===== src/inc/cpld_pkg.sv =====
// Shared types and constants for the macrocell host access block.
// Assumes one 25 MHz system clock; all pins arrive asynchronously.
package cpld_pkg;
    typedef enum logic [1:0] {HOST_WR_RD_BHE, HOST_RW_DS_SIZ, HOST_WRL_RD_WRH} host_type_t;
    typedef enum logic [1:0] {IN_PASS, IN_LATCH, IN_REG} in_mode_t;

    localparam int CELL_COUNT = 16;
    localparam int GROUP_WIDTH = 8;
    localparam int IN_CELL_COUNT = 24;
    localparam int ECS_COUNT = 8;
    localparam int BUS_WIDTH = 16;
    localparam int NIBBLE_COUNT = 6;

    // Word offsets inside the io register space (address bits 7:1)
    localparam logic [6:0] OFS_IN_CELL_AB = 7'h0c;
    localparam logic [6:0] OFS_IN_CELL_C = 7'h0d;
    localparam logic [6:0] OFS_OUT_CELL = 7'h10;
    localparam logic [6:0] OFS_WRITE_MASK = 7'h11;

    localparam logic [7:0] MASK_RESET = 8'h00;
    localparam logic [15:0] BUS_RESET = 16'h0000;
    localparam logic [3:0] STROBE_IDLE = 4'hf;
    localparam logic [57:0] PIN_RESET = 58'h0;
endpackage


===== src/out_cell.sv =====
// One output macrocell flip-flop (D type) with host load override.
// Assumes all enables are one-cycle pulses on the system clock.
module out_cell
    import cpld_pkg::*;
(
    // Clock and reset
    input wire logic clk_sys_in,
    input wire logic rst_in,
    // Host load
    input wire logic load_in,
    input wire logic load_data_in,
    // Array side
    input wire logic d_in,
    input wire logic preset_in,
    input wire logic clear_in,
    input wire logic clk_en_in,
    // Cell state
    output logic q_out
);
    logic q_ff;
    logic nxt_q;

    // Host load outranks preset, clear and clock
    assign nxt_q = load_in ? load_data_in :            // [RULE2]
                   preset_in ? 1'b1 :                  // [RULE24]
                   clear_in ? 1'b0 :
                   clk_en_in ? d_in : q_ff;

    always_ff @(posedge clk_sys_in or posedge rst_in) begin
        if (rst_in) begin
            q_ff <= 1'b0;
        end else begin
            q_ff <= nxt_q;
        end
    end

    assign q_out = q_ff;

    property p_load_wins;
        @(posedge clk_sys_in) disable iff (rst_in)
        load_in |=> q_ff == $past(load_data_in);
    endproperty
    a_load_wins: assert property (p_load_wins) else $error("host load lost to array"); // [RULE2]

    property p_preset_high;
        @(posedge clk_sys_in) disable iff (rst_in)
        (!load_in && preset_in) |=> q_ff;
    endproperty
    a_preset_high: assert property (p_preset_high) else $error("preset did not set cell"); // [RULE24]
endmodule


===== src/in_cell.sv =====
// One input macrocell: pass-through, transparent latch or register.
// Assumes the pin level is already synchronised to the system clock.
module in_cell
    import cpld_pkg::*;
(
    // Clock and reset
    input wire logic clk_sys_in,
    input wire logic rst_in,
    // Configuration
    input in_mode_t mode_in,
    // Pin and enable
    input wire logic pin_in,
    input wire logic en_level_in,
    input wire logic en_rise_in,
    // Cell output
    output logic q_out
);
    logic q_ff;
    logic nxt_q;
    logic take;

    assign take = (mode_in == IN_PASS) ||                   // [RULE11]
                  (mode_in == IN_LATCH && en_level_in) ||
                  (mode_in == IN_REG && en_rise_in);
    assign nxt_q = take ? pin_in : q_ff;

    always_ff @(posedge clk_sys_in or posedge rst_in) begin
        if (rst_in) begin
            q_ff <= 1'b0;
        end else begin
            q_ff <= nxt_q;
        end
    end

    assign q_out = q_ff;

    property p_reg_holds;
        @(posedge clk_sys_in) disable iff (rst_in)
        (mode_in == IN_REG && !en_rise_in) |=> $stable(q_ff);
    endproperty
    a_reg_holds: assert property (p_reg_holds) else $error("register cell moved without clock"); // [RULE11]

    property p_pass_follows;
        @(posedge clk_sys_in) disable iff (rst_in)
        (mode_in == IN_PASS) |=> q_ff == $past(pin_in);
    endproperty
    a_pass_follows: assert property (p_pass_follows) else $error("pass cell did not follow pin"); // [RULE11]
endmodule


===== src/cpld_macrocell_bus_access.sv =====
// Host access to output and input macrocells, chip selects and pin drivers.
// Assumes product terms and configuration come from logic on clk_sys_in;
// all pins, strobes and the shared bus are asynchronous and synchronised here.
// Functional notes
// RULE1 - Host loads all sixteen output cells from the bus and reads them back.
// RULE2 - A host load overrides cell preset, clear and clock.
// RULE3 - Load happens on the trailing edge of the write strobe.
// RULE4 - Two write-mask registers, one per group of eight output cells.
// RULE5 - Both masks reset to zero, allowing all loads.
// RULE6 - A set mask bit blocks host writes to its cell.
// RULE7 - Pin driver enable is output-enable term OR direction bit.
// RULE8 - Logic output without enable equation drives from power-up. Here its enable is low in reset and rises at the first clock after release.
// RULE9 - Internal node frees the pin but still feeds back to the array.
// RULE10 - Twenty-four input cells, one per pin of three ports.
// RULE11 - Each input cell is latch, register or pass-through.
// RULE12 - Input cell enable is chosen from a product term or address strobe.
// RULE13 - Input cell enable terms are shared per nibble.
// RULE14 - Host reads input cell outputs through a buffer.
// RULE15 - Input cells can capture address bits above fifteen with the strobe.
// RULE16 - Eight chip selects, each one term with selectable polarity.
// RULE17 - Chip select driver enabled by its enable term or direction bit.
// RULE18 - Control pins take meaning from host type; spare third pin is logic input.
// RULE19 - Multiplexed hosts must drive the address strobe; others may not.
// RULE20 - Multiplexed bus address is latched from the shared lines by the strobe.
// RULE21 - Shared bus driven only during a read of an own resource.
// RULE22 - Address lines beyond sixteen bits enter through port pins as logic inputs.
// RULE23 - Group A on bits 7:0, group B on 15:8; eight-bit mode uses 7:0. Here RW/DS hosts in 16-bit mode get the two groups swapped.
// RULE24 - External pin clock updates cells on its rising edge; preset/clear high.
// RULE25 - Write masks read back their last written value.
module cpld_macrocell_bus_access
    import cpld_pkg::*;
(
    // Clock and reset
    input wire logic clk_sys_in,
    input wire logic rst_in,
    // Host configuration
    input host_type_t host_type_in,
    input wire logic mux_bus_in,
    input wire logic eight_bit_in,
    input wire logic io_register_space_select_in,
    // Host control pins
    input wire logic ctrl_in_zero_in,
    input wire logic ctrl_in_one_in,
    input wire logic ctrl_in_two_in,
    input wire logic high_byte_write_pin_in,
    input wire logic addr_strobe_pin_in,
    input wire logic ext_clock_pin_in,
    // Host address and shared bus
    input wire logic [BUS_WIDTH-1:0] host_addr_in,
    input wire logic [BUS_WIDTH-1:0] shared_addr_data_port_in,
    output logic [BUS_WIDTH-1:0] shared_addr_data_port_out,
    output logic shared_addr_data_port_oe_out,
    // Output cell array terms
    input wire logic [CELL_COUNT-1:0] cell_d_in,
    input wire logic [CELL_COUNT-1:0] cell_preset_in,
    input wire logic [CELL_COUNT-1:0] cell_clear_in,
    input wire logic [CELL_COUNT-1:0] cell_clock_term_in,
    input wire logic [CELL_COUNT-1:0] cell_ext_clock_sel_in,
    input wire logic [CELL_COUNT-1:0] cell_oe_term_in,
    input wire logic [CELL_COUNT-1:0] cell_oe_defined_in,
    input wire logic [CELL_COUNT-1:0] cell_internal_node_in,
    input wire logic [CELL_COUNT-1:0] cell_direction_in,
    // Input cell configuration
    input in_mode_t in_mode_in [IN_CELL_COUNT],
    input wire logic [NIBBLE_COUNT-1:0] nibble_en_term_in,
    input wire logic [NIBBLE_COUNT-1:0] nibble_use_strobe_in,
    // Port pins
    input wire logic [IN_CELL_COUNT-1:0] port_pin_in,
    output logic [CELL_COUNT-1:0] port_pin_out,
    output logic [CELL_COUNT-1:0] port_pin_oe_out,
    // Chip selects
    input wire logic [ECS_COUNT-1:0] ecs_term_in,
    input wire logic [ECS_COUNT-1:0] ecs_active_low_in,
    input wire logic [ECS_COUNT-1:0] ecs_oe_term_in,
    input wire logic [ECS_COUNT-1:0] ecs_direction_in,
    output logic [ECS_COUNT-1:0] external_selects_out,
    output logic [ECS_COUNT-1:0] external_selects_oe_out,
    // Array feedback
    output logic [CELL_COUNT-1:0] cell_feedback_out,
    output logic [IN_CELL_COUNT-1:0] logic_input_bus_out,
    output logic spare_ctrl_logic_out
);
    // Two-stage synchronisers; stage one is read only by stage two
    logic [3:0] strobe_sync1_ff;
    logic [3:0] strobe_sync2_ff;
    logic [57:0] pin_sync1_ff;
    logic [57:0] pin_sync2_ff;
    logic [3:0] strobe_last_ff;
    logic [1:0] clk_last_ff;
    logic [BUS_WIDTH-1:0] addr_latch_ff;
    logic [GROUP_WIDTH-1:0] mask_a_ff;
    logic [GROUP_WIDTH-1:0] mask_b_ff;
    logic [BUS_WIDTH-1:0] bus_out_ff;
    logic bus_oe_ff;
    logic [CELL_COUNT-1:0] pin_out_ff;
    logic [CELL_COUNT-1:0] pin_oe_ff;
    logic [ECS_COUNT-1:0] ecs_ff;
    logic [ECS_COUNT-1:0] ecs_oe_ff;
    logic spare_ff;

    always_ff @(posedge clk_sys_in or posedge rst_in) begin
        if (rst_in) begin
            strobe_sync1_ff <= STROBE_IDLE;
            strobe_sync2_ff <= STROBE_IDLE;
            pin_sync1_ff <= PIN_RESET;
            pin_sync2_ff <= PIN_RESET;
        end else begin
            strobe_sync1_ff <= {high_byte_write_pin_in, ctrl_in_two_in, ctrl_in_one_in, ctrl_in_zero_in};
            strobe_sync2_ff <= strobe_sync1_ff;
            pin_sync1_ff <= {ext_clock_pin_in, addr_strobe_pin_in, host_addr_in, shared_addr_data_port_in,
                             port_pin_in};
            pin_sync2_ff <= pin_sync1_ff;
        end
    end

    // Synchronised pin views
    wire c0_n = strobe_sync2_ff[0];
    wire c1_n = strobe_sync2_ff[1];
    wire c2 = strobe_sync2_ff[2];
    wire hbw_n = strobe_sync2_ff[3];
    wire [IN_CELL_COUNT-1:0] ports_s = pin_sync2_ff[23:0];
    wire [BUS_WIDTH-1:0] bus_s = pin_sync2_ff[39:24];
    wire [BUS_WIDTH-1:0] haddr_s = pin_sync2_ff[55:40];
    wire ale_s = pin_sync2_ff[56];
    wire extclk_s = pin_sync2_ff[57];

    // Address: latched while strobe high on a multiplexed bus, live otherwise
    wire [BUS_WIDTH-1:0] nxt_addr_latch = ale_s ? bus_s : addr_latch_ff; // [RULE20]
    wire [BUS_WIDTH-1:0] addr = mux_bus_in ? addr_latch_ff : haddr_s;   // [RULE19]
    wire a0 = addr[0];
    wire [6:0] word_ofs = addr[7:1];

    // Control pin meaning per host type
    wire is_rwds = (host_type_in == HOST_RW_DS_SIZ);                    // [RULE18]
    wire is_wrh = (host_type_in == HOST_WRL_RD_WRH);
    wire byte_swap = is_rwds && !eight_bit_in;
    wire read_act = is_rwds ? (!c1_n && c0_n) : !c1_n;
    wire wlo_act = is_rwds ? (!c1_n && !c0_n) : (!c0_n && (is_wrh || !a0 || eight_bit_in));
    wire whi_act = is_rwds ? (!c1_n && !c0_n) : is_wrh ? !hbw_n : (!c0_n && !c2);
    wire bhe_used = (host_type_in == HOST_WR_RD_BHE) || is_rwds;
    wire [1:0] wr_act = {whi_act && !eight_bit_in, wlo_act};
    // Trailing edge of each lane's write strobe
    wire [1:0] wr_end = strobe_last_ff[1:0] & ~wr_act;                  // [RULE3]

    // Register select within io space
    wire sel = io_register_space_select_in;
    wire hit_out = sel && (word_ofs == OFS_OUT_CELL);
    wire hit_mask = sel && (word_ofs == OFS_WRITE_MASK);
    wire hit_in_ab = sel && (word_ofs == OFS_IN_CELL_AB);
    wire hit_in_c = sel && (word_ofs == OFS_IN_CELL_C);
    wire own_hit = hit_out || hit_mask || hit_in_ab || hit_in_c;

    // Lane routing: group A on low byte unless swapped; 8-bit uses low lane only
    wire [7:0] lane_lo = bus_s[7:0];
    wire [7:0] lane_hi = bus_s[15:8];
    wire [7:0] data_a = byte_swap ? lane_hi : lane_lo;                   // [RULE23]
    wire [7:0] data_b = (byte_swap || eight_bit_in) ? lane_lo : lane_hi;
    wire load_a_ev = eight_bit_in ? (wr_end[0] && !a0) : (byte_swap ? wr_end[1] : wr_end[0]);
    wire load_b_ev = eight_bit_in ? (wr_end[0] && a0) : (byte_swap ? wr_end[0] : wr_end[1]);

    // Masked per-cell host loads
    wire [CELL_COUNT-1:0] load_vec = {{GROUP_WIDTH{hit_out && load_b_ev}} & ~mask_b_ff,
                                      {GROUP_WIDTH{hit_out && load_a_ev}} & ~mask_a_ff}; // [RULE6]
    wire [CELL_COUNT-1:0] load_data = {data_b, data_a};

    // Clock events: array term edge or synchronised pin clock rise
    logic [CELL_COUNT-1:0] term_last_ff;
    wire ext_rise = extclk_s && !clk_last_ff[0];                         // [RULE24]
    wire [CELL_COUNT-1:0] term_rise = cell_clock_term_in & ~term_last_ff;
    wire [CELL_COUNT-1:0] cell_clk_en = (cell_ext_clock_sel_in & {CELL_COUNT{ext_rise}}) |
                                        (~cell_ext_clock_sel_in & term_rise);
    wire [CELL_COUNT-1:0] cell_q;

    genvar gi;
    generate
        for (gi = 0; gi < CELL_COUNT; gi++) begin : g_out
            out_cell u_out_cell (
                .clk_sys_in(clk_sys_in),
                .rst_in(rst_in),
                .load_in(load_vec[gi]),                                  // [RULE1]
                .load_data_in(load_data[gi]),
                .d_in(cell_d_in[gi]),
                .preset_in(cell_preset_in[gi]),
                .clear_in(cell_clear_in[gi]),
                .clk_en_in(cell_clk_en[gi]),
                .q_out(cell_q[gi])
            );
        end
    endgenerate

    // Input cells with per-nibble enable source
    logic [NIBBLE_COUNT-1:0] en_last_ff;
    wire [NIBBLE_COUNT-1:0] nib_en = (nibble_use_strobe_in & {NIBBLE_COUNT{ale_s}}) |
                                     (~nibble_use_strobe_in & nibble_en_term_in); // [RULE12]
    wire [NIBBLE_COUNT-1:0] nib_rise = nib_en & ~en_last_ff;
    wire [IN_CELL_COUNT-1:0] in_q;

    generate
        for (gi = 0; gi < IN_CELL_COUNT; gi++) begin : g_in
            in_cell u_in_cell (
                .clk_sys_in(clk_sys_in),
                .rst_in(rst_in),
                .mode_in(in_mode_in[gi]),                                 // [RULE10]
                .pin_in(ports_s[gi]),                                     // [RULE15] [RULE22]
                .en_level_in(nib_en[gi/4]),                               // [RULE13]
                .en_rise_in(nib_rise[gi/4]),
                .q_out(in_q[gi])
            );
        end
    endgenerate

    // Read data, ordered as group A low, group B high before lane mapping
    wire [BUS_WIDTH-1:0] rd_word = hit_out ? cell_q :                     // [RULE1]
                                   hit_mask ? {mask_b_ff, mask_a_ff} :     // [RULE25]
                                   hit_in_ab ? in_q[15:0] :                // [RULE14]
                                   hit_in_c ? {8'h00, in_q[23:16]} : BUS_RESET;
    wire [BUS_WIDTH-1:0] rd_lanes = eight_bit_in ? {8'h00, (a0 ? rd_word[15:8] : rd_word[7:0])} :
                                    byte_swap ? {rd_word[7:0], rd_word[15:8]} : rd_word;
    wire drive_bus = own_hit && read_act && !(mux_bus_in && ale_s);       // [RULE21]

    // Pin and chip select driver enables
    wire [CELL_COUNT-1:0] nxt_pin_oe = ~cell_internal_node_in &           // [RULE9]
                                       (~cell_oe_defined_in | cell_oe_term_in | cell_direction_in); // [RULE7] [RULE8]
    wire [ECS_COUNT-1:0] nxt_ecs = ecs_term_in ^ ecs_active_low_in;       // [RULE16]
    wire [ECS_COUNT-1:0] nxt_ecs_oe = ecs_oe_term_in | ecs_direction_in;  // [RULE17]
    wire mask_a_wr = hit_mask && load_a_ev;
    wire mask_b_wr = hit_mask && load_b_ev;

    always_ff @(posedge clk_sys_in or posedge rst_in) begin
        if (rst_in) begin
            strobe_last_ff <= 4'h0;
            clk_last_ff <= 2'h0;
            term_last_ff <= '0;
            en_last_ff <= '0;
            addr_latch_ff <= BUS_RESET;
        end else begin
            strobe_last_ff <= {2'h0, wr_act};
            clk_last_ff <= {1'b0, extclk_s};
            term_last_ff <= cell_clock_term_in;
            en_last_ff <= nib_en;
            addr_latch_ff <= nxt_addr_latch;
        end
    end

    // Write masks, loaded on the same trailing edge as the cells
    always_ff @(posedge clk_sys_in or posedge rst_in) begin
        if (rst_in) begin
            mask_a_ff <= MASK_RESET;                                      // [RULE5]
            mask_b_ff <= MASK_RESET;
        end else begin
            if (mask_a_wr) begin
                mask_a_ff <= data_a;                                      // [RULE4]
            end
            if (mask_b_wr) begin
                mask_b_ff <= data_b;
            end
        end
    end

    // Registered pin outputs; enables start low and settle one edge after release
    always_ff @(posedge clk_sys_in or posedge rst_in) begin
        if (rst_in) begin
            bus_out_ff <= BUS_RESET;
            bus_oe_ff <= 1'b0;
            pin_out_ff <= '0;
            pin_oe_ff <= '0;
            ecs_ff <= '0;
            ecs_oe_ff <= '0;
            spare_ff <= 1'b0;
        end else begin
            bus_out_ff <= rd_lanes;
            bus_oe_ff <= drive_bus;
            pin_out_ff <= cell_q;
            pin_oe_ff <= nxt_pin_oe;
            ecs_ff <= nxt_ecs;
            ecs_oe_ff <= nxt_ecs_oe;
            spare_ff <= c2 && !bhe_used;                                  // [RULE18]
        end
    end

    assign shared_addr_data_port_out = bus_out_ff;
    assign shared_addr_data_port_oe_out = bus_oe_ff;
    assign port_pin_out = pin_out_ff;
    assign port_pin_oe_out = pin_oe_ff;
    assign external_selects_out = ecs_ff;
    assign external_selects_oe_out = ecs_oe_ff;
    assign logic_input_bus_out = in_q;
    // Feedback is kept even for internal nodes; the pin is what is freed
    assign cell_feedback_out = cell_q;                                    // [RULE9]
    assign spare_ctrl_logic_out = spare_ff;

    property p_mask_reset;
        @(posedge clk_sys_in)
        $fell(rst_in) |-> (mask_a_ff == 8'h00 && mask_b_ff == 8'h00);
    endproperty
    a_mask_reset: assert property (p_mask_reset) else $error("masks not clear after reset"); // [RULE5]

    property p_masked_hold;
        @(posedge clk_sys_in) disable iff (rst_in)
        (hit_out && load_a_ev && mask_a_ff[0] && !cell_preset_in[0] && !cell_clear_in[0] && !cell_clk_en[0])
            |=> $stable(cell_q[0]);
    endproperty
    a_masked_hold: assert property (p_masked_hold) else $error("masked cell was loaded"); // [RULE6]

    property p_trailing_load;
        @(posedge clk_sys_in) disable iff (rst_in)
        (hit_out && load_a_ev && !mask_a_ff[3]) |=> cell_q[3] == $past(data_a[3]);
    endproperty
    a_trailing_load: assert property (p_trailing_load) else $error("write end did not load cell"); // [RULE3]

    property p_mask_readback;
        @(posedge clk_sys_in) disable iff (rst_in)
        (mask_a_wr && !eight_bit_in && !byte_swap) ##1 (hit_mask && !mask_a_wr) |=> bus_out_ff[7:0] == mask_a_ff;
    endproperty
    a_mask_readback: assert property (p_mask_readback) else $error("mask readback wrong"); // [RULE25]

    property p_bus_only_on_read;
        @(posedge clk_sys_in) disable iff (rst_in)
        bus_oe_ff |-> $past(own_hit && read_act);
    endproperty
    a_bus_only_on_read: assert property (p_bus_only_on_read) else $error("bus driven outside read"); // [RULE21]

    property p_bus_release;
        @(posedge clk_sys_in) disable iff (rst_in)
        !read_act ##1 !read_act |-> !bus_oe_ff;
    endproperty
    a_bus_release: assert property (p_bus_release) else $error("bus not released"); // [RULE21]

    property p_ecs_polarity;
        @(posedge clk_sys_in) disable iff (rst_in)
        ##1 ecs_ff == ($past(ecs_term_in) ^ $past(ecs_active_low_in));
    endproperty
    a_ecs_polarity: assert property (p_ecs_polarity) else $error("chip select polarity wrong"); // [RULE16]

    property p_pin_oe;
        @(posedge clk_sys_in) disable iff (rst_in)
        (!cell_internal_node_in[0] && cell_direction_in[0]) |=> pin_oe_ff[0];
    endproperty
    a_pin_oe: assert property (p_pin_oe) else $error("direction bit did not enable pin"); // [RULE7]

    property p_node_free;
        @(posedge clk_sys_in) disable iff (rst_in)
        cell_internal_node_in[1] |=> !pin_oe_ff[1];
    endproperty
    a_node_free: assert property (p_node_free) else $error("internal node drove pin"); // [RULE9]
endmodule


===== config.mk =====
export PLATFORM = sky130hd
export DESIGN_NAME = cpld_macrocell_bus_access
export DESIGN_NICKNAME = d
export VERILOG_FILES = /design/src/inc/cpld_pkg.sv /design/src/out_cell.sv /design/src/in_cell.sv /design/src/cpld_macrocell_bus_access.sv
export SDC_FILE = /design/constraint.sdc
export NUM_CORES = 1
export LEC_CHECK = 0
export BUFFER_PORTS_ARGS = -buffer_cell sky130_fd_sc_hd__buf_2
export CORE_ASPECT_RATIO = 0.6
export CORE_MARGIN = 5
export CORE_UTILIZATION = 45
export DETAILED_ROUTE_END_ITERATION = 10
export MAX_ROUTING_LAYER = met4
export PLACE_DENSITY = 0.8
export SETUP_SLACK_MARGIN = 0.5
export SYNTH_ARGS = -nofsm -noshare
export SYNTH_HDL_FRONTEND = slang
export SYNTH_SLANG_ARGS = --single-unit

===== constraint.sdc =====
create_clock -name clk_sys_in -period 14.17 [get_ports clk_sys_in]
set_input_delay 1.417 -clock clk_sys_in [delete_from_list [all_inputs] [get_ports clk_sys_in]]
set_output_delay 1.417 -clock clk_sys_in [all_outputs]
set_load 0.03 [all_outputs]

# Yosys cells after proc, flatten, opt, wreduce, memory -nomap -nowiden
# Cells that the tools add are included.
# op_classes
n_reduce_logical	174
n_eq_ne	54
bitwise	25
muxes	82
# op_table
cell	count
$mux 16	5
$mux 1	72
$logic_and 1x1->1	69
$and 16x16->16	4
$not 16->16	4
$reduce_bool 4->1	16
$logic_or 1x1->1	55
$eq 2x1->1 const B	25
$eq 2x2->1 const B	25
$logic_not 2->1	25
$or 16x16->16	3
$mux 8	5
$and 6x6->6	3
$and 8x8->8	2
$not 8->8	2
$eq 7x4->1 const B	2
$eq 7x5->1 const B	2
$not 6->6	2
$logic_not 1->1	9
$or 8x8->8	1
$xor 8x8->8	1
$or 6x6->6	1
$and 2x2->2	1
$not 2->2	1
# word_totals
reg_bits	279
out_inout_bits	106

# Logic depth before layout (Yosys ltp)
# logic_depth
ltp_word	13
ltp_mapped	8
depth_no_buf	5

# Hierarchy
# From an unflattened synthesis, not the netlist that was laid out.
# hier_totals
hier_cells	842
area_unflattened_um2	10346.2
# modules_own_cells
mod	n_inst	seq_area_each_um2	area_per_inst_um2	cells_per_inst
cpld_macrocell_bus_access	1	5590.4	8034.0	618
in_cell	24	25.0	58.8	6
out_cell	16	25.0	56.3	5

# Worst setup path after synthesis
# No wires, ideal clock.
# synth_timing
path_kind	input to register
from	input io_register_space_select_in
to	register bus_out_ff[4] (netlist: shared_addr_data_port_out[4])
path_slack_ns	10.632
n_path_buf	2
path_stages	7
arrival_time_ns	3.442
setup_ns	0.095
path_cell_list	buf_4 > or4b_1 > buf_2 > a222oi_1 > o2bb2a_4 > a211o_1 > o31ai_1
# synth_between
elab_chain_len	7
elab_cells_between_ends	11
# synth_lines
element	line	text
start: declaration	cpld_macrocell_bus_access.sv:40	input wire logic io_register_space_select_in,
$logic_and 1x1->1	cpld_macrocell_bus_access.sv:150	wire hit_in_c = sel && (word_ofs == OFS_IN_CELL_C);
$mux 8	cpld_macrocell_bus_access.sv:216	hit_in_c ? {8'h00, in_q[23:16]} : BUS_RESET;
$mux 16	cpld_macrocell_bus_access.sv:215	hit_in_ab ? in_q[15:0] :
$mux 16	cpld_macrocell_bus_access.sv:214	hit_mask ? {mask_b_ff, mask_a_ff} :
$mux 16 *	cpld_macrocell_bus_access.sv:213	wire [BUS_WIDTH-1:0] rd_word = hit_out ? cell_q :
$mux 16 or $mux 8 (tied branches)	cpld_macrocell_bus_access.sv:218, cpld_macrocell_bus_access.sv:217	
$mux 16 *	cpld_macrocell_bus_access.sv:217	wire [BUS_WIDTH-1:0] rd_lanes = eight_bit_in ? {8'h00, (a0 ? rd_word[15:8] : rd_word[7:0])} :
named net rd_lanes[4]	cpld_macrocell_bus_access.sv:217	
end signal: assignment	cpld_macrocell_bus_access.sv:271	bus_out_ff <= rd_lanes;
end: declaration	cpld_macrocell_bus_access.sv:93	logic [BUS_WIDTH-1:0] bus_out_ff;
# The timed path passes the listed nets; every way through them passes the cells marked *.
# A chain may end at the register's enable or synchronous reset.

# Worst setup path in the final report
# layout_timing
from	input mux_bus_in
to	register bus_out_ff[8] (netlist: shared_addr_data_port_out[8])
# layout_between
elab_chain_len	9
elab_cells_between_ends	15
# layout_lines
element	line	text
start: declaration	cpld_macrocell_bus_access.sv:38	input wire logic mux_bus_in,
$mux 8 *	cpld_macrocell_bus_access.sv:129	wire [BUS_WIDTH-1:0] addr = mux_bus_in ? addr_latch_ff : haddr_s;
$eq 7x4->1	cpld_macrocell_bus_access.sv:150	
$logic_and 1x1->1	cpld_macrocell_bus_access.sv:150	
$mux 8	cpld_macrocell_bus_access.sv:216	
$mux 16	cpld_macrocell_bus_access.sv:215	
$mux 16	cpld_macrocell_bus_access.sv:214	
$mux 16 *	cpld_macrocell_bus_access.sv:213	
$mux 16 *	cpld_macrocell_bus_access.sv:218	byte_swap ? {rd_word[7:0], rd_word[15:8]} : rd_word;
$mux 16 *	cpld_macrocell_bus_access.sv:217	
named net rd_lanes[8]	cpld_macrocell_bus_access.sv:217	
# Marked as above.

==> reports/results.ini <==
[outcome]
outcome=completed

[layout]
nets=1529
layout_common_cells=buf_2, dfrtp_1, nand2_1
layout_commonest_cell=buf_2
drive_gt1_frac=0.427
area_growth_pct=27.9
nFillCells=1880
stdcell_count=1561

[detailed_routing]
wl_um=30900
antenna_left=0
avgViaCountPerCell=5.23
vias=8160
dr.pass1.iters=6
drt_iter0_drc=715
drc_errors=0
wl_per_cell_um=19.8

[clock_tree]
cts_sinks=263
post_cts_resized=0
cts-htree-levels=1
cts_buffer_depth=3
cts_root_buf=clkbuf_16
clock_latency_ns=0.52
path_clk_slew_ns=0.07
tritoncts=yes
numCtsBuffers=25
postCtsSetupBuffers=0
cts_hold_buf=0

[die]
die_x_um=207
io_pins=411
rows=43
start_util=0.456
die_area_um2=26500
die_y_um=128
fp.coreArea_um2=23000

[timing]
setup-violations-final=0
fmax_mhz=270
final.setup.worst_slack_ns=10.46
period_minus_slack_ns=3.71
relSlewSlack=0.111
rsz0062_at_grt=no
worst_clock_skew_ns=0.0150
report.final.hold_viol_count=0
slew_viol_final=0
finalCritPeriodShare=0.262
finalSetupTns_ns=0
tightest_slew_ns=1.32

[grt]
grt_pass1_vias=8117
antenna_found_initial=5
grt_first_pass_wirelength_um=45400
overflow=0
grt_max_degree=105
grt.total_usage=0.229

[pwr]
power_density_nw_per_um2=130
p_leak_uw=0.00644
ir_worst_vdd_mv=0.0902

[logic_synthesis]
synth_edf_count=0
synth-seq-cells=263
synth_ff_type=dfrtp_1
synthesis.area_um2=10500
ys_types=58
synth_area_per_cell_um2=12.3
synthCells=850
yosys_warnings=0
ys_seq_area_frac=0.630
synth_fp_nets=1155
async_reset_ff_frac=1.00

[critical_path]
setup.worst_path.class=in2reg
cp-start-kind=input pin
crit_path_max_fanout=31
end_kind=register
required_ns=14.55
arrival_ns=4.08

[placement]
port_buffers=402
dp_hpwl_um=24000
pre_cts_slack_ns=10.11
dp_cells=1512
place.gp.congestion=0.980

[hold_path]
worst_hold_path_type=reg2reg

[run]
maxCapViolations=0

## Yosys cell counts (2+ instances only)
master | number | share of area
o21ai_0 | 54 | 0.026
o221ai_1 | 7 | 0.0059
or3b_2 | 3 | 0.0025
mux2i_1 | 47 | 0.045
o21ai_1 | 11 | 0.0053
nand2b_1 | 3 | 0.0018
a31oi_1 | 5 | 0.0030
nand2_1 | 61 | 0.022
o32ai_1 | 3 | 0.0025
a222oi_1 | 2 | 0.0019
mux2_2 | 49 | 0.053
or2_2 | 14 | 0.0084
buf_2 | 3 | 0.0014
or4bb_1 | 5 | 0.0054
clkbuf_1 | 19 | 0.0068
a22oi_1 | 2 | 0.0014
o41ai_1 | 2 | 0.0017
dfstp_2 | 8 | 0.020
nand4_1 | 8 | 0.0048
dfrtp_1 | 255 | 0.61
nand3b_1 | 3 | 0.0022
nand4b_1 | 4 | 0.0033
buf_4 | 41 | 0.029
o311ai_1 | 3 | 0.0025
nor4_1 | 3 | 0.0018
and2_1 | 6 | 0.0036
inv_1 | 34 | 0.012
a221oi_1 | 3 | 0.0025
xor2_1 | 9 | 0.0075
or4b_1 | 2 | 0.0019
nor4b_1 | 3 | 0.0025
nor2_1 | 26 | 0.0093
nor3b_1 | 34 | 0.024
nor2b_1 | 3 | 0.0018
o22ai_1 | 12 | 0.0072
or3_1 | 3 | 0.0018
nor4bb_1 | 2 | 0.0019
nor3_1 | 20 | 0.0096
o31ai_1 | 7 | 0.0050
a21oi_1 | 53 | 0.025
## critical path, cell delays in order
cell and delay [ns]:
buf_2 0.38, nor3b_1 0.92, o22ai_1 0.49, or2_0 0.45, o221ai_1 0.28, a21oi_1 0.14
## report_power, final
group	internal [uW]	switching (uW)	total (uW)
combinational	90.1	144	234
sequential	801	40.8	842
clock	388	277	665
## kinds of logic after synthesis
kind of cell,count (synthesis),synth area share
compound gates,173,0.0986
xor+xnor,9,0.00753
buf+inv,97,0.0499
flops,263,0.630
mux,96,0.0977
simple gates,212,0.116
## through the flow
step / instance area, um^2 / power, uW / util / hold WS, ns
floorplan: 10500 / 996 / - / 0.331
global placement: 12500 / 1080 / 0.546 / 0.332
detailed placement: 12500 / 1090 / 0.546 / 0.335
CTS: 13400 / 1760 / 0.582 / 0.337
global route: 13400 / 1810 / 0.583 / 0.336
finish: 13400 / 1740 / 0.583 / 0.336
## per-layer routing
layer	share of wire	vias to the layer above	GRT usage
met5	0	-	-
met4	0.018	0	0.0536
met3	0.10	50	0.0665
met2	0.47	404	0.355
met1	0.41	3962	0.302
li1	-	3744	-
## layout make-up
| type | instances | area, um^2 | share of cell area |
|---|---|---|---|
| timing repair buffer | 410 | 2070 | 0.155 |
| tap | 315 | 394 | 0.0295 |
| clock inverter | 7 | 62.6 | 0.00467 |
| clock buffer | 37 | 761 | 0.0568 |
| sequential | 263 | 6590 | 0.493 |
| inverter | 34 | 135 | 0.0101 |
| multi-input combinational | 490 | 3350 | 0.251 |
| antenna | 5 | 12.5 | 0.000935 |
## registers in the layout, summed over array words and instances, names as in the netlist, 16 cells and up
signal / count
port_pin_out: 16
shared_addr_data_port_out: 16
term_last_ff: 16
g_out.u_out_cell.q_out: 16
pin_sync2_ff: 50
port_pin_oe_out: 16
pin_sync1_ff: 50
g_in.u_in_cell.q_out: 24
## final timing paths
path	end	start	slack (ns)	depth (start not counted)
max	shared_addr_data_port_out[8]	mux_bus_in	10.46	6
min	pin_sync2_ff[42]	pin_sync1_ff[42]	0.34	0
max reg2reg	shared_addr_data_port_out[8]	addr_latch_ff[2]	11.30	5
min reg2reg	pin_sync2_ff[42]	pin_sync1_ff[42]	0.34	0
max in group asynchronous	external_selects_out[4]	rst_in	11.67	3
min in group asynchronous	port_pin_oe_out[11]	rst_in	1.02	2
Note: power is estimated with default switching activity, not from simulation.
